$ cat src/wdog_pkg.sv
// package for the watchdog block: register map, field positions, reset values, timing
// assumes an AXI4-Lite master with 32-bit data; registers are one aligned word each
// How it works
// - sixteen-bit up counter advancing on prescaled ticks
// - machine cycle is clk/12, then /2 or /128
// - counter bytes read only, writes ignored
// - watchdog start accepted only in watchdog mode
// - one cycle after start load reload, clear low
// - reload writable anytime, loaded only on events
// - running watchdog cannot stop, mode write ignored
// - refresh bit then start on very next write
// - refresh bit self-clears after three machine cycles
// - refresh clears low byte, loads high byte
// - watchdog overflow raises internal watchdog reset
// - normal reset clears all bits and counter
// - watchdog reset keeps start, keep bit, flags source
// - without keep bit reload and prescaler cleared
// - power-down stops, idle freezes watchdog mode only
// - peripheral save freezes timer mode only
// - timeout follows prescale and reload formula
// - timer mode selectable only before watchdog start
// - timer start clears flag, loads, counts up
// - timer overflow sets flag and irq source only
// - timer reloads after overflow, stops when cleared
// - mode locked while running unless cleared together
package wdog_pkg;
    localparam logic [7:0] ADDR_RELOAD = 8'h00;
    localparam logic [7:0] ADDR_REFRESH = 8'h04;
    localparam logic [7:0] ADDR_CTRL = 8'h08;
    localparam logic [7:0] ADDR_CNT_LOW = 8'h0C;
    localparam logic [7:0] ADDR_CNT_HIGH = 8'h10;
    localparam logic [7:0] ADDR_STATUS = 8'h14;
    // control register bits
    localparam int CTRL_START = 0;
    localparam int CTRL_PRESCALE = 1;
    localparam int CTRL_TMR_MODE = 2;
    localparam int CTRL_GP_RUN = 3;
    localparam int CTRL_KEEP = 4;
    localparam int CTRL_WD_RST = 5;
    // refresh register bit
    localparam int REFRESH_BIT = 0;
    // status register bits
    localparam int STAT_OVF = 0;
    localparam int STAT_IRQ_SRC = 1;
    localparam logic [7:0] RELOAD_RST = 8'h00;
    localparam logic [15:0] COUNT_RST = 16'h0000;
    localparam logic [3:0] MACHINE_DIV = 4'hB;
    localparam logic [6:0] PRE_DIV_FAST = 7'h01;
    localparam logic [6:0] PRE_DIV_SLOW = 7'h7F;
    localparam logic [1:0] REFRESH_LIFE = 2'h3;
    localparam logic [3:0] WD_RST_LEN = 4'hF;
    localparam logic [1:0] RESP_OKAY = 2'b00;
    localparam logic [1:0] RESP_SLVERR = 2'b10;

    typedef struct packed {
        logic idle_mode;
        logic power_down;
        logic peripheral_save_bit_save;
    } power_t;

    typedef enum logic [1:0] {
        WD_IDLE = 2'b00,
        WD_RUN = 2'b01,
        WD_RESET = 2'b10
    } wd_state_t;
endpackage

$ cat src/wdog.sv
// watchdog with general purpose timer mode, AXI4-Lite register slave
// assumes power mode levels synchronous to clk; wd_reset_out feeds the system reset logic
//
// The AXI4-Lite slave port and the register offsets were left to the implementer.
`timescale 1ns/1ps
module wdog
    import wdog_pkg::*;
(
    input wire logic clk, // 100 MHz system clock
    input wire logic rst_n, // async normal reset
    input wire power_t pwr, // power mode levels
    output logic wd_reset_out, // internal watchdog reset request
    output logic gp_timer_irq_source, // interrupt source bit to central register
    input wire logic irq_src_clear, // software clears the source bit
    input wire logic gp_timer_irq_enable, // enable bit from irq enable register
    output logic gp_timer_irq, // timer interrupt
    input wire logic [7:0] s_awaddr, // write address
    input wire logic s_awvalid, // write address valid
    output logic s_awready, // write address ready
    input wire logic [31:0] s_wdata, // write data
    input wire logic [3:0] s_wstrb, // write strobes
    input wire logic s_wvalid, // write data valid
    output logic s_wready, // write data ready
    output logic [1:0] s_bresp, // write response
    output logic s_bvalid, // write response valid
    input wire logic s_bready, // write response ready
    input wire logic [7:0] s_araddr, // read address
    input wire logic s_arvalid, // read address valid
    output logic s_arready, // read address ready
    output logic [31:0] s_rdata, // read data
    output logic [1:0] s_rresp, // read response
    output logic s_rvalid, // read valid
    input wire logic s_rready // read ready
);
    logic [7:0] reload_r;
    logic [15:0] cnt_r;
    logic start_r, prescale_r, tmr_mode_r, gp_run_r, keep_r, wd_rst_flag_r;
    logic refresh_r, refresh_armed_r;
    logic [1:0] refresh_age_r;
    logic ovf_flag_r, irq_src_r;
    logic [3:0] mdiv_r;
    logic [6:0] pdiv_r;
    logic [3:0] rst_len_r;
    logic load_pend_r;
    logic aw_got_r, w_got_r;
    logic [7:0] aw_addr_r;
    logic [31:0] w_data_r;
    logic [3:0] w_strb_r;
    logic [1:0] bresp_r, rresp_r;
    logic [31:0] rdata_r;
    logic bvalid_r, rvalid_r;

    // bus write path: address and data taken in either order
    wire aw_take = s_awvalid && s_awready;
    wire w_take = s_wvalid && s_wready;
    wire aw_have = aw_got_r || aw_take;
    wire w_have = w_got_r || w_take;
    wire wr_fire = aw_have && w_have && !bvalid_r;
    wire [7:0] wr_addr = aw_got_r ? aw_addr_r : s_awaddr;
    wire [31:0] wr_data = w_got_r ? w_data_r : s_wdata;
    wire [3:0] wr_strb = w_got_r ? w_strb_r : s_wstrb;
    wire wr_lane0 = wr_fire && wr_strb[0];
    wire wr_reload = wr_lane0 && (wr_addr == ADDR_RELOAD);
    wire wr_refresh = wr_lane0 && (wr_addr == ADDR_REFRESH);
    wire wr_ctrl = wr_lane0 && (wr_addr == ADDR_CTRL);
    wire wr_status = wr_lane0 && (wr_addr == ADDR_STATUS);
    wire wr_known = (wr_addr == ADDR_RELOAD) || (wr_addr == ADDR_REFRESH)
        || (wr_addr == ADDR_CTRL) || (wr_addr == ADDR_STATUS)
        || (wr_addr == ADDR_CNT_LOW) || (wr_addr == ADDR_CNT_HIGH);
    assign s_awready = !aw_got_r && !bvalid_r;
    assign s_wready = !w_got_r && !bvalid_r;
    assign s_bvalid = bvalid_r;
    assign s_bresp = bresp_r;

    // prescaler: machine cycle every 12 clk, then /2 or /128
    wire halted = pwr.power_down;
    wire mtick = (mdiv_r == MACHINE_DIV) && !halted;
    wire [6:0] pdiv_max = prescale_r ? PRE_DIV_SLOW : PRE_DIV_FAST;
    wire ptick = mtick && (pdiv_r >= pdiv_max);
    // freeze conditions per mode
    wire wd_running = start_r && !tmr_mode_r;
    wire gp_running = gp_run_r && tmr_mode_r;
    wire wd_count_en = wd_running && !pwr.idle_mode && !wd_reset_out;
    wire gp_count_en = gp_running && !pwr.peripheral_save_bit_save;
    wire cnt_tick = ptick && (wd_count_en || gp_count_en);
    wire wrap = cnt_tick && (cnt_r == 16'hFFFF);

    // control write decode
    wire new_start = wr_data[CTRL_START];
    wire new_mode = wr_data[CTRL_TMR_MODE];
    wire new_gp = wr_data[CTRL_GP_RUN];
    // mode change only when nothing runs, or gp stop written together
    wire mode_ok = !start_r && (!gp_run_r || !new_gp);
    wire mode_nxt = mode_ok ? new_mode : tmr_mode_r;
    wire wd_start_req = wr_ctrl && new_start && !mode_nxt;
    // refresh valid only if armed by the immediately preceding write
    wire refresh_hit = wd_start_req && start_r && refresh_armed_r;
    wire wd_start_new = wd_start_req && !start_r;
    wire gp_start_new = wr_ctrl && new_gp && mode_nxt && !gp_run_r;
    wire wd_ovf = wrap && wd_running;
    wire gp_ovf = wrap && gp_running;

    always_ff @(posedge clk or negedge rst_n) begin
        if (!rst_n) begin
            mdiv_r <= 4'h0;
            pdiv_r <= 7'h00;
        end else begin
            mdiv_r <= (mdiv_r == MACHINE_DIV || halted) ? 4'h0 : mdiv_r + 4'h1;
            if (!(wd_running || gp_running) || ptick || load_pend_r)
                pdiv_r <= 7'h00;
            else if (mtick)
                pdiv_r <= pdiv_r + 7'h01;
        end
    end

    // control register and refresh arm
    always_ff @(posedge clk or negedge rst_n) begin
        if (!rst_n) begin
            start_r <= 1'b0;
            prescale_r <= 1'b0;
            tmr_mode_r <= 1'b0;
            gp_run_r <= 1'b0;
            keep_r <= 1'b0;
            wd_rst_flag_r <= 1'b0;
        end else if (wd_ovf) begin
            wd_rst_flag_r <= 1'b1;
            gp_run_r <= 1'b0;
            if (!keep_r)
                prescale_r <= 1'b0;
        end else if (wr_ctrl && !wd_reset_out) begin
            if (new_start && !mode_nxt)
                start_r <= 1'b1;
            prescale_r <= wr_data[CTRL_PRESCALE];
            tmr_mode_r <= mode_nxt;
            gp_run_r <= new_gp && mode_nxt;
            keep_r <= wr_data[CTRL_KEEP];
        end
    end

    always_ff @(posedge clk or negedge rst_n) begin
        if (!rst_n) begin
            refresh_r <= 1'b0;
            refresh_armed_r <= 1'b0;
            refresh_age_r <= 2'h0;
        end else begin
            if (wr_refresh && wr_data[REFRESH_BIT]) begin
                refresh_r <= 1'b1;
                refresh_age_r <= 2'h0;
            end else if (refresh_r && mtick) begin
                refresh_age_r <= refresh_age_r + 2'h1;
                if (refresh_age_r == REFRESH_LIFE - 2'h1)
                    refresh_r <= 1'b0;
            end
            // any other write in between disarms the refresh
            if (wr_fire)
                refresh_armed_r <= wr_refresh && wr_data[REFRESH_BIT];
        end
    end

    // reload register: writable anytime
    always_ff @(posedge clk or negedge rst_n) begin
        if (!rst_n)
            reload_r <= RELOAD_RST;
        else if (wd_ovf && !keep_r)
            reload_r <= RELOAD_RST;
        else if (wr_reload)
            reload_r <= wr_data[7:0];
    end

    // watchdog reset pulse, stretched for a fixed length
    always_ff @(posedge clk or negedge rst_n) begin
        if (!rst_n)
            rst_len_r <= 4'h0;
        else if (wd_ovf)
            rst_len_r <= WD_RST_LEN;
        else if (rst_len_r != 4'h0)
            rst_len_r <= rst_len_r - 4'h1;
    end
    assign wd_reset_out = (rst_len_r != 4'h0);

    // counter: loads one cycle after start, refresh, wd reset with keep bit or gp start/overflow
    wire load_evt = wd_start_new || refresh_hit || gp_start_new || gp_ovf
        || (wd_ovf && keep_r);
    always_ff @(posedge clk or negedge rst_n) begin
        if (!rst_n) begin
            cnt_r <= COUNT_RST;
            load_pend_r <= 1'b0;
        end else begin
            load_pend_r <= load_evt;
            if (wd_ovf)
                cnt_r <= COUNT_RST;
            else if (load_pend_r)
                cnt_r <= {reload_r, 8'h00};
            else if (cnt_tick)
                cnt_r <= cnt_r + 16'h0001;
        end
    end

    // overflow flag and interrupt source: set beats clear
    always_ff @(posedge clk or negedge rst_n) begin
        if (!rst_n) begin
            ovf_flag_r <= 1'b0;
            irq_src_r <= 1'b0;
        end else begin
            if (gp_ovf)
                ovf_flag_r <= 1'b1;
            else if (gp_start_new)
                ovf_flag_r <= 1'b0;
            else if (wr_status && !wr_data[STAT_OVF])
                ovf_flag_r <= 1'b0;
            if (gp_ovf)
                irq_src_r <= 1'b1;
            else if (irq_src_clear || (wr_status && !wr_data[STAT_IRQ_SRC]))
                irq_src_r <= 1'b0;
        end
    end
    assign gp_timer_irq_source = irq_src_r;
    assign gp_timer_irq = irq_src_r && gp_timer_irq_enable;

    // read mux; counter registers are read only
    wire [31:0] ctrl_word = {26'h0, wd_rst_flag_r, keep_r, gp_run_r, tmr_mode_r,
        prescale_r, start_r};
    logic [31:0] rd_word;
    logic rd_known;
    always_comb begin
        rd_word = 32'h0000_0000;
        rd_known = 1'b1;
        case (s_araddr)
            ADDR_RELOAD: rd_word = {24'h00_0000, reload_r};
            ADDR_REFRESH: rd_word = {31'h0000_0000, refresh_r};
            ADDR_CTRL: rd_word = ctrl_word;
            ADDR_CNT_LOW: rd_word = {24'h00_0000, cnt_r[7:0]};
            ADDR_CNT_HIGH: rd_word = {24'h00_0000, cnt_r[15:8]};
            ADDR_STATUS: rd_word = {30'h0000_0000, irq_src_r, ovf_flag_r};
            default: rd_known = 1'b0;
        endcase
    end
    assign s_arready = !rvalid_r;
    assign s_rvalid = rvalid_r;
    assign s_rdata = rdata_r;
    assign s_rresp = rresp_r;

    always_ff @(posedge clk or negedge rst_n) begin
        if (!rst_n) begin
            aw_got_r <= 1'b0;
            w_got_r <= 1'b0;
            aw_addr_r <= 8'h00;
            w_data_r <= 32'h0000_0000;
            w_strb_r <= 4'h0;
            bvalid_r <= 1'b0;
            bresp_r <= RESP_OKAY;
        end else begin
            if (wr_fire) begin
                aw_got_r <= 1'b0;
                w_got_r <= 1'b0;
                bvalid_r <= 1'b1;
                bresp_r <= wr_known ? RESP_OKAY : RESP_SLVERR;
            end else begin
                if (aw_take) begin
                    aw_got_r <= 1'b1;
                    aw_addr_r <= s_awaddr;
                end
                if (w_take) begin
                    w_got_r <= 1'b1;
                    w_data_r <= s_wdata;
                    w_strb_r <= s_wstrb;
                end
                if (bvalid_r && s_bready)
                    bvalid_r <= 1'b0;
            end
        end
    end

    always_ff @(posedge clk or negedge rst_n) begin
        if (!rst_n) begin
            rvalid_r <= 1'b0;
            rdata_r <= 32'h0000_0000;
            rresp_r <= RESP_OKAY;
        end else if (s_arvalid && s_arready) begin
            rvalid_r <= 1'b1;
            rdata_r <= rd_word;
            rresp_r <= rd_known ? RESP_OKAY : RESP_SLVERR;
        end else if (rvalid_r && s_rready) begin
            rvalid_r <= 1'b0;
        end
    end
endmodule

$ cat config.mk
export PLATFORM = sky130hd
export DESIGN_NAME = wdog
export DESIGN_NICKNAME = d
export VERILOG_FILES = /design/src/wdog_pkg.sv /design/src/wdog.sv
export SDC_FILE = /design/constraint.sdc
export NUM_CORES = 1
export LEC_CHECK = 0
export ABC_AREA = 1
export BUFFER_PORTS_ARGS = -buffer_cell sky130_fd_sc_hd__buf_4
export CAP_MARGIN = 20
export CORE_ASPECT_RATIO = 1.1
export CORE_MARGIN = 2
export CORE_UTILIZATION = 34
export DETAILED_ROUTE_END_ITERATION = 7
export GPL_ROUTABILITY_DRIVEN = 0
export HOLD_SLACK_MARGIN = 0.05
export SLEW_MARGIN = 40
export SYNTH_ARGS = -nofsm -noshare
export SYNTH_HDL_FRONTEND = slang
export SYNTH_SLANG_ARGS = --single-unit
$ cat constraint.sdc
create_clock -name clk -period 3.5 [get_ports clk]
set_input_delay 0 -clock clk [delete_from_list [all_inputs] [get_ports clk]]
set_output_delay 0 -clock clk [all_outputs]
set_load 0.05 [all_outputs]
## Word level (Yosys, flattened, before mapping)

Cells that the tools add are included.

- Register bits after elaboration: 109
- Input bits: 64
- Output and inout bits: 44
- Word-level logic and storage cells: 193

- Add/sub/neg operators: 5
- Order comparisons: 1
- Equal/unequal tests: 14
- Muxes and demuxes: 42
- Bitwise operators: 2
- Reductions and logical operators: 102

Operator list:

| kind | count |
|---|---|
| $mux W16 | 3 |
| $pmux W8 S6 | 1 |
| $logic_and A1 B1 Y1 | 44 |
| $eq A8 B4 Y1 const B | 4 |
| $eq A8 B5 Y1 const B | 4 |
| $mux W8 | 4 |
| $mux W1 | 24 |
| $reduce_bool A2 Y1 | 11 |
| $mux W7 | 3 |
| $logic_or A1 B1 Y1 | 18 |
| $logic_not A1 Y1 | 17 |
| $add A16 B1 Y16 const B | 1 |
| $eq A16 B16 Y1 const B | 1 |
| $eq A8 B3 Y1 const B | 2 |
| $logic_not A8 Y1 | 2 |
| $mux W4 | 3 |
| $reduce_and A2 Y1 | 5 |
| $mux W2 | 4 |
| $add A7 B1 Y7 const B | 1 |
| $ge A7 B7 Y1 | 1 |
| $reduce_bool A3 Y1 | 2 |
| $reduce_or A6 Y1 | 1 |
| $add A4 B1 Y4 const B | 1 |
| $eq A4 B4 Y1 const B | 1 |
| other kinds (7) | 8 |

## Depth between registers and ports, before layout

Gate-level depths: netlist of the first run.

- Depth after elaboration: 16
- Gate-level depth with buffers: 12
- Gate-level depth less buffers: 12

## Worst setup path before layout of the first run

No wires, ideal clock.

- Path type: reg2reg
- Start: reg bvalid_r (netlist: s_bvalid)
- End: reg prescale_r
- Library setup time: 119 ps
- Data arrival time: 2096 ps
- Required time: 3381 ps
- Slack: 1285 ps
- Cell stages (with the launch flop): 11
- Buffers on the path: 0
- Period minus slack after synthesis: 2215 ps
- Cell sequence: dfrtp_1 -> nor2_2 -> nand2_1 -> nand2_1 -> nand2_4 -> nor2_4 -> nand3_2 -> nor2_4 -> nand3_1 -> nand2_1 -> nor2_1

- Longest elaborated chain between the ends: 11
- Elaborated cells between the ends (all ways): 14
- Those cells by class: reduce/logical (14)

RTL lines:

| element | RTL line | source |
|---|---|---|
| start, declared | wdog.sv:51 | `logic bvalid_r, rvalid_r;` |
| start signal, assigned | wdog.sv:250 | `bvalid_r <= 1'b0;` |
| start signal, assigned | wdog.sv:256 | `bvalid_r <= 1'b1;` |
| start signal, assigned | wdog.sv:269 | `bvalid_r <= 1'b0;` |
| $logic_not A1 Y1 | wdog.sv:71 | `assign s_wready = !w_got_r && !bvalid_r;` |
| $logic_and A1 B1 Y1 | wdog.sv:71 |  |
| via s_wready | wdog.sv:23 | `output logic s_wready,` |
| $logic_and A1 B1 Y1 | wdog.sv:55 | `wire w_take = s_wvalid && s_wready;` |
| $logic_or A1 B1 Y1 | wdog.sv:57 | `wire w_have = w_got_r \|\| w_take;` |
| $logic_and A1 B1 Y1 (2 in series) | wdog.sv:58 | `wire wr_fire = aw_have && w_have && !bvalid_r;` |
| $logic_and A1 B1 Y1 | wdog.sv:62 | `wire wr_lane0 = wr_fire && wr_strb[0];` |
| $logic_and A1 B1 Y1 | wdog.sv:65 | `wire wr_ctrl = wr_lane0 && (wr_addr == ADDR_CTRL);` |
| $logic_and A1 B1 Y1 | wdog.sv:130 | `end else if (wr_ctrl && !wd_reset_out) begin` |
| $reduce_bool A2 Y1 (no line) | -- |  |
| $reduce_and A2 Y1 (no line) | -- |  |
| end signal, assigned | wdog.sv:133 | `prescale_r <= wr_data[CTRL_PRESCALE];` |
| end, declared | wdog.sv:37 | `logic start_r, prescale_r, tmr_mode_r, gp_run_r, keep_r, wd_rst_flag_r;` |

The timed path passes the listed nets, and every way through them passes these cells.
A chain may end at the register's enable or synchronous reset.

## Worst setup path after layout of the first run

- Start: reg prescale_r
- End: reg cnt_r[6]

- Longest elaborated chain between the ends: 7
- Elaborated cells between the ends (all ways): 8
- Those cells by class: order compare (1); mux (2); reduce/logical (5)

RTL lines:

| element | RTL line | source |
|---|---|---|
| $mux W7 * | wdog.sv:78 | `wire [6:0] pdiv_max = prescale_r ? PRE_DIV_SLOW : PRE_DIV_FAST;` |
| $ge A7 B7 Y1 * | wdog.sv:79 | `wire ptick = mtick && (pdiv_r >= pdiv_max);` |
| $logic_and A1 B1 Y1 * | wdog.sv:79 |  |
| $logic_and A1 B1 Y1 * | wdog.sv:85 | `wire cnt_tick = ptick && (wd_count_en \|\| gp_count_en);` |
| $logic_and A1 B1 Y1 | wdog.sv:86 | `wire wrap = cnt_tick && (cnt_r == 16'hFFFF);` |
| $logic_and A1 B1 Y1 | wdog.sv:100 | `wire wd_ovf = wrap && wd_running;` |
| $reduce_bool A3 Y1 (no line) / $mux W16 (equally long branches) | -- |  |
| end signal, assigned | wdog.sv:193 | `cnt_r <= {reload_r, 8'h00};` |
| end signal, assigned | wdog.sv:195 | `cnt_r <= cnt_r + 16'h0001;` |
| end, declared | wdog.sv:36 | `logic [15:0] cnt_r;` |

Mark *: on every way between the ends. The rest lies on a longest branch, timed or not.

==> flow_summary.yaml, run 1 <==
sta:
  tightest_slew_ns: 0.563
  setup-violations-final: 0
  setup_ws_ns: 1.15
  rsz0062_at_grt: "false"
  slew_headroom: 0.621
  tns_ns: 0
  hold_viol: 0
  fin_crit_sh: 0.673
  skew_ns: 0.00648
  period_needed_ns: 2.35
  slew_viol_final: 0
  max_freq_mhz: 425
drt:
  drc: 0
  avgViaCountPerCell: 4.56
  drt_wl_total_microns: 11700
  num_vias: 4256
  drt_pass1_iterations: 5
  drtIter0Drc: 230
  detail_route.wl_per_cell_microns: 12.6
  route.antenna.remaining_nets: 0
yosys:
  yosys_warnings: 0
  syn_area_per_cell_sq_um: 7.56
  synth_ff_type: "dfrtp_1"
  synth_seq_cells: 83
  seq_area_frac_synth: 0.419
  synth_area_sq_mm: 0.00496
  yosys.cell_types.count: 38
  ys_async_sr_fraction: 1.00
  syn_inst: 656
  synth_edf_count: 0
die:
  dieHeight_microns: 131
  fp.dieArea_sq_mm: 0.0156
  ios: 108
  fp.coreArea_sq_mm: 0.0143
  dieWidth_microns: 119
  start_util: 0.346
  rows: 46
global_route:
  grt_pass1_wl_microns: 19700
  grt_max_degree: 38
  antenna_found_initial: 0
  grtUsageTotal: 0.159
  gr-total-overflow: 0
  grt_pass1_vias: 3968
critical_path:
  max_stage_delay_ns: 0.37
  cp.required_ns: 3.75
  start_kind: "register"
  worst_path_max_delay_cell: "dfrtp_1"
  path_delay_family: "simple AND/OR/NAND/NOR gates"
  critPathMaxFanout: 18
  cp_data_arrival_time_ns: 2.60
  path_cells: "inv_1, ha_1, or2_2, nand3_1, nand2_1, nand3_1, nand2_2, inv_1, nand2_1, o31ai_1"
  end_kind: "register"
  path_class: "reg2reg"
  timing.critical_path.buf_inv: 2
clock_tree:
  cts_resized: 0
  post-cts-setup-buffers: 0
  cts_tree: "built"
  cts_buffers: 9
  clkLatencyLatePin_ns: 0.34
  clkTransAtPathRegs_ns: 0.06
  clkSinkCount: 83
  clockBufferDepth: 2
  ctsRootBufferMaster: "clkbuf_16"
  hold_buffers: 23
  htree_levels: 3
pwr:
  p_leak_nw: 3.03
  switching_share: 0.343
  p_per_area_mw_per_mm2: 490
  p_total_mw: 2.95
  p_clk_frac: 0.332
  pwr-share-seq: 0.409
  ir_drop_uv: 488
  p_comb_frac: 0.260
  p_int_mw: 1.94
  p_sw_mw: 1.01
layout:
  area_delta_synth_final_pct: 21.6
  nets: 813
  final_cell_area_sq_mm: 0.00603
  n_antenna_cell: 0
  drive_gt1_frac: 0.151
placement:
  port_buffers: 54
  place_ws_ns: 1.14
  place_hpwl_microns: 8720
  placed_cell_area_sq_mm: 0.00550
hold_path:
  min_path_type: "in2reg"
outcome:
  outcome: "completed"
flow_run:
  maxCapViolCount: 0
==> area by class of cell <==
| type | count | area [sq um] |
|---|---|---|
| Clock inverter | 4 | 48.8 |
| Tap cell | 192 | 240 |
| Sequential cell | 83 | 2080 |
| Inverter | 90 | 343 |
| Multi-Input combinational cell | 474 | 2400 |
| Clock buffer | 12 | 256 |
| Timing Repair Buffer | 79 | 663 |
| Fill cell | 1481 | 8300 |
==> cell families after synthesis <==
logic type      after synthesis  share of synthesized area
compound gates               93                      0.103
xor+xnor                     15                     0.0265
fa+ha+maj                    12                     0.0303
buf+inv                     124                      0.116
flops                        83                      0.419
mux                           4                    0.00882
other cells                   1                   0.000756
simple gates                324                      0.297
==> power by group through the flow <==
| stage | logic (mW) | registers (mW) | clock network [mW] |
|---|---|---|---|
| finish | 0.767 | 1.21 | 0.980 |
| global route | 0.865 | 1.23 | 1.04 |
| CTS | 0.775 | 1.21 | 1.00 |
| detailed placement | 0.755 | 1.22 | 0 |
| global placement | 0.742 | 1.22 | 0 |
| floorplan | 0.554 | 1.24 | 0 |
==> metrics by stage <==
stage               hold WS (ns)  utilization  instances
finish                    0.0711        0.421        934
global placement           0.160        0.382        894
detailed placement       -0.0524        0.384        895
floorplan                 -0.296            -        681
global route              0.0793        0.421        934
CTS                       0.0582        0.421        934
==> path summary, 6_finish.rpt <==
path,cells after the start,slack [ns],endpoint,start
setup / recovery,10,1.15,cnt_r[6],prescale_r
hold / removal,4,0.07,w_got_r,s_awvalid
setup reg to reg,10,1.15,cnt_r[6],prescale_r
hold reg to reg,1,0.47,mdiv_r[0],mdiv_r[0]
max in group asynchronous,3,2.76,tmr_mode_r,rst_n
min in group asynchronous,2,0.12,s_rvalid,rst_n
==> synthesized netlist by cell type, drive strengths merged, types with 2 or more instances <==
master,number,share of area
nor2,64,0.061
a21oi,17,0.019
o211ai,2,0.0030
nand2,184,0.14
inv,89,0.067
xor2,11,0.019
xnor2,4,0.0071
nand4,17,0.021
o22ai,7,0.0088
nand3,40,0.046
dfrtp,83,0.42
mux2,3,0.0068
nor3,9,0.0091
or2,5,0.0063
buf,30,0.044
ha,12,0.030
o21ai,64,0.067
nor3b,3,0.0055
nand3b,2,0.0030
clkbuf,4,0.0030
==> routing by layer <==
metal	routed length, microns	global-route usage	part of all wire	up-vias
li1	-	-	-	2211
met1	5500	0.211	0.47	1926
met2	5580	0.265	0.48	103
met3	458	0.0256	0.039	16
met4	186	0.0532	0.016	0
met5	0	0	0	-
==> worst register-to-register path: cells and delay by family (launching register included) <==
| kind | cells | cell delay [ns] |
|---|---|---|
| AOI/OAI and AO/OA | 1 | 0.07 |
| DFF | 1 | 0.37 |
| adders and majority gates | 1 | 0.28 |
| and+or+nand+nor | 6 | 0.95 |
| buffers and inverters | 2 | 0.59 |
==> layout by cell type, fill, tap and decap left out, types with 4 or more instances in the layout <==
cell type,netlist,final
a21oi_1,16,16
buf_4,27,55
clkbuf_16,0,9
conb_1,1,26
dfrtp_1,83,83
dlygate4sd3_1,0,23
ha_1,12,12
inv_1,87,87
nand2_1,176,176
nand2_2,7,7
nand3_1,36,36
nand4_1,17,17
nor2_1,51,51
nor2_2,7,7
nor2_4,6,6
nor3_1,9,9
o21ai_0,55,55
o21ai_1,6,6
o22ai_1,7,7
or2_2,5,5
xnor2_1,4,4
xor2_1,11,11
==> sequential cells by signal (all words and copies together) (netlist names), 2 cells and up <==
name and flops:
mdiv_r 4, refresh_age_r 2, aw_addr_r 8, w_data_r 8, s_rdata 8, rst_len_r 4, cnt_r 16, pdiv_r 7
reload_r 8
No activity file was read; power rests on OpenSTA's default activity.
==> run 2: changes to the inputs <==
==> constraint.sdc (replaced) <==
create_clock -name clk -period 2.3 [get_ports clk]
set_input_delay 0 -clock clk [delete_from_list [all_inputs] [get_ports clk]]
set_output_delay 0 -clock clk [all_outputs]
set_load 0.05 [all_outputs]
==> run 2 against run 1 <==
Against the previous run: worst setup slack worse by 0.94 ns; final cell count up 1.2%; first-iteration DRC count up 0.43%; total power up 48%; largest power group unchanged; highest routed layer unchanged.
==> flow_summary.yaml, run 2 (same netlist as run 1, synthesis figures left out) <==
drt:
  num_vias: 4324
  drt_wl_total_microns: 11800
  route.antenna.remaining_nets: 0
  drc: 0
  detail_route.wl_per_cell_microns: 12.5
  drt_pass1_iterations: 4
  avgViaCountPerCell: 4.58
  drtIter0Drc: 231
pwr:
  p_int_mw: 2.85
  pwr-share-seq: 0.419
  switching_share: 0.349
  p_leak_nw: 3.07
  p_sw_mw: 1.53
  p_comb_frac: 0.273
  p_clk_frac: 0.308
  ir_drop_uv: 714
  p_per_area_mw_per_mm2: 718
  p_total_mw: 4.38
layout:
  fillers: 1452
  drive_gt1_frac: 0.163
  fin_util: 0.426
  n_antenna_cell: 0
  mostFrequentLayoutCells: "nand2_1 (176), inv_1 (87), dfrtp_1 (83)"
  final_common_cell: "nand2_1"
  largest_register: "cnt_r"
  largest_reg_flops: 16
  nets: 826
  area_delta_synth_final_pct: 23.0
sta:
  slew_headroom: 0.609
  period_needed_ns: 2.09
  setup-violations-final: 0
  skew_ns: 0.00475
  fin_crit_sh: 0.910
  max_freq_mhz: 478
  slew_viol_final: 0
  rsz0062_at_grt: "false"
  tns_ns: 0
  tightest_slew_ns: 0.583
  hold_viol: 0
  fin_hold_ws_ns: 0.0717
  setup_ws_ns: 0.207
die:
  dieWidth_microns: 119
  start_util: 0.346
  fp.dieArea_sq_mm: 0.0156
  ios: 108
  dieHeight_microns: 131
  fp.coreArea_sq_mm: 0.0143
  rows: 46
clock_tree:
  clkSinkCount: 83
  htree_levels: 3
  cts_buffers: 9
  clockBufferDepth: 2
  ctsRootBufferMaster: "clkbuf_16"
  clkLatencyLatePin_ns: 0.34
  clkTransAtPathRegs_ns: 0.06
  cts_tree: "built"
  cts_resized: 0
critical_path:
  critical_path.most_common_cell: "nand3_1"
  critPathMaxFanout: 13
  worst_path_max_delay_cell: "dfrtp_1"
  cp_data_arrival_time_ns: 2.31
  r2r_slack_ns: 0.21
  start_kind: "register"
  max_stage_delay_ns: 0.38
  path_class: "reg2reg"
  path_delay_family: "simple AND/OR/NAND/NOR gates"
  timing.critical_path.buf_inv: 2
  path_cells: "inv_1, ha_1, or2_2, nand3_1, nand2_1, nand3_1, nand2_2, buf_12, nand3_1, o21ai_0"
  end_kind: "register"
  cp.required_ns: 2.51
global_route:
  grt_max_degree: 51
  antenna_found_initial: 0
  gr-total-overflow: 0
  grt_pass1_vias: 3940
  grt_pass1_wl_microns: 19300
  grtUsageTotal: 0.157
outcome:
  outcome: "completed"
placement:
  place_ws_ns: 0.190
  place_hpwl_microns: 8780
  port_buffers: 54
flow_run:
  maxCapViolCount: 0
hold_path:
  min_path_type: "in2reg"
-- run 2: worst paths after layout --
path | to | start | cells past startpoint
max | cnt_r[13] | prescale_r | 10
min | w_got_r | s_awvalid | 4
max reg2reg | cnt_r[13] | prescale_r | 10
min reg2reg | wd_rst_flag_r | wd_rst_flag_r | 2
max in group asynchronous | rst_len_r[0] | rst_n | 3
min in group asynchronous | s_rvalid | rst_n | 2
-- run 2: power groups by stage --
| stage | sequential, mW | clock, mW | combinational, mW |
|---|---|---|---|
| global route | 1.87 | 1.44 | 1.34 |
| floorplan | 1.88 | 0 | 0.843 |
| CTS | 1.84 | 1.38 | 1.21 |
| detailed placement | 1.86 | 0 | 1.18 |
| global placement | 1.86 | 0 | 1.17 |
| finish | 1.84 | 1.35 | 1.20 |
-- run 2: worst register-to-register path: stages, from the launching register on --
cell and delay, ns:
dfrtp_1 0.38, inv_1 0.22, ha_1 0.27, or2_2 0.27, nand3_1 0.08, nand2_1 0.07, nand3_1 0.19, nand2_2 0.15
buf_12 0.18, nand3_1 0.07, o21ai_0 0.09
-- run 2: metrics by stage --
step                      area [sq um]  cells
after CTS                         6100    944
after detailed placement          5600    907
final                             6110    945
after floorplan                   5060    681
after global routing              6110    945
after global placement            5600    907
-- run 2: what timing repair did --
item,CTS,global route
setup buffers,0,1
hold endpoints to repair,58,0
hold buffers,23,0
endpoints found under the setup margin,0,1
-- run 2: layout make-up --
cell class | instances | area (sq um) | area share
flip-flops and latches | 83 | 2080 | 0.340
clock inverters | 2 | 12.5 | 0.00205
clock buffers | 12 | 256 | 0.0420
well taps | 192 | 240 | 0.0393
repair buffers | 92 | 773 | 0.127
multi-input cells | 474 | 2400 | 0.394
inverters | 90 | 343 | 0.0561
-- run 2: routing by layer --
layer  global-route usage  vias to the layer above  share of wire
met3               0.0191                       15          0.037
met2                0.266                       89           0.48
met5                    0                        -              0
met1                0.203                     1972           0.46
met4               0.0693                        0          0.021
li1                     -                     2248              -
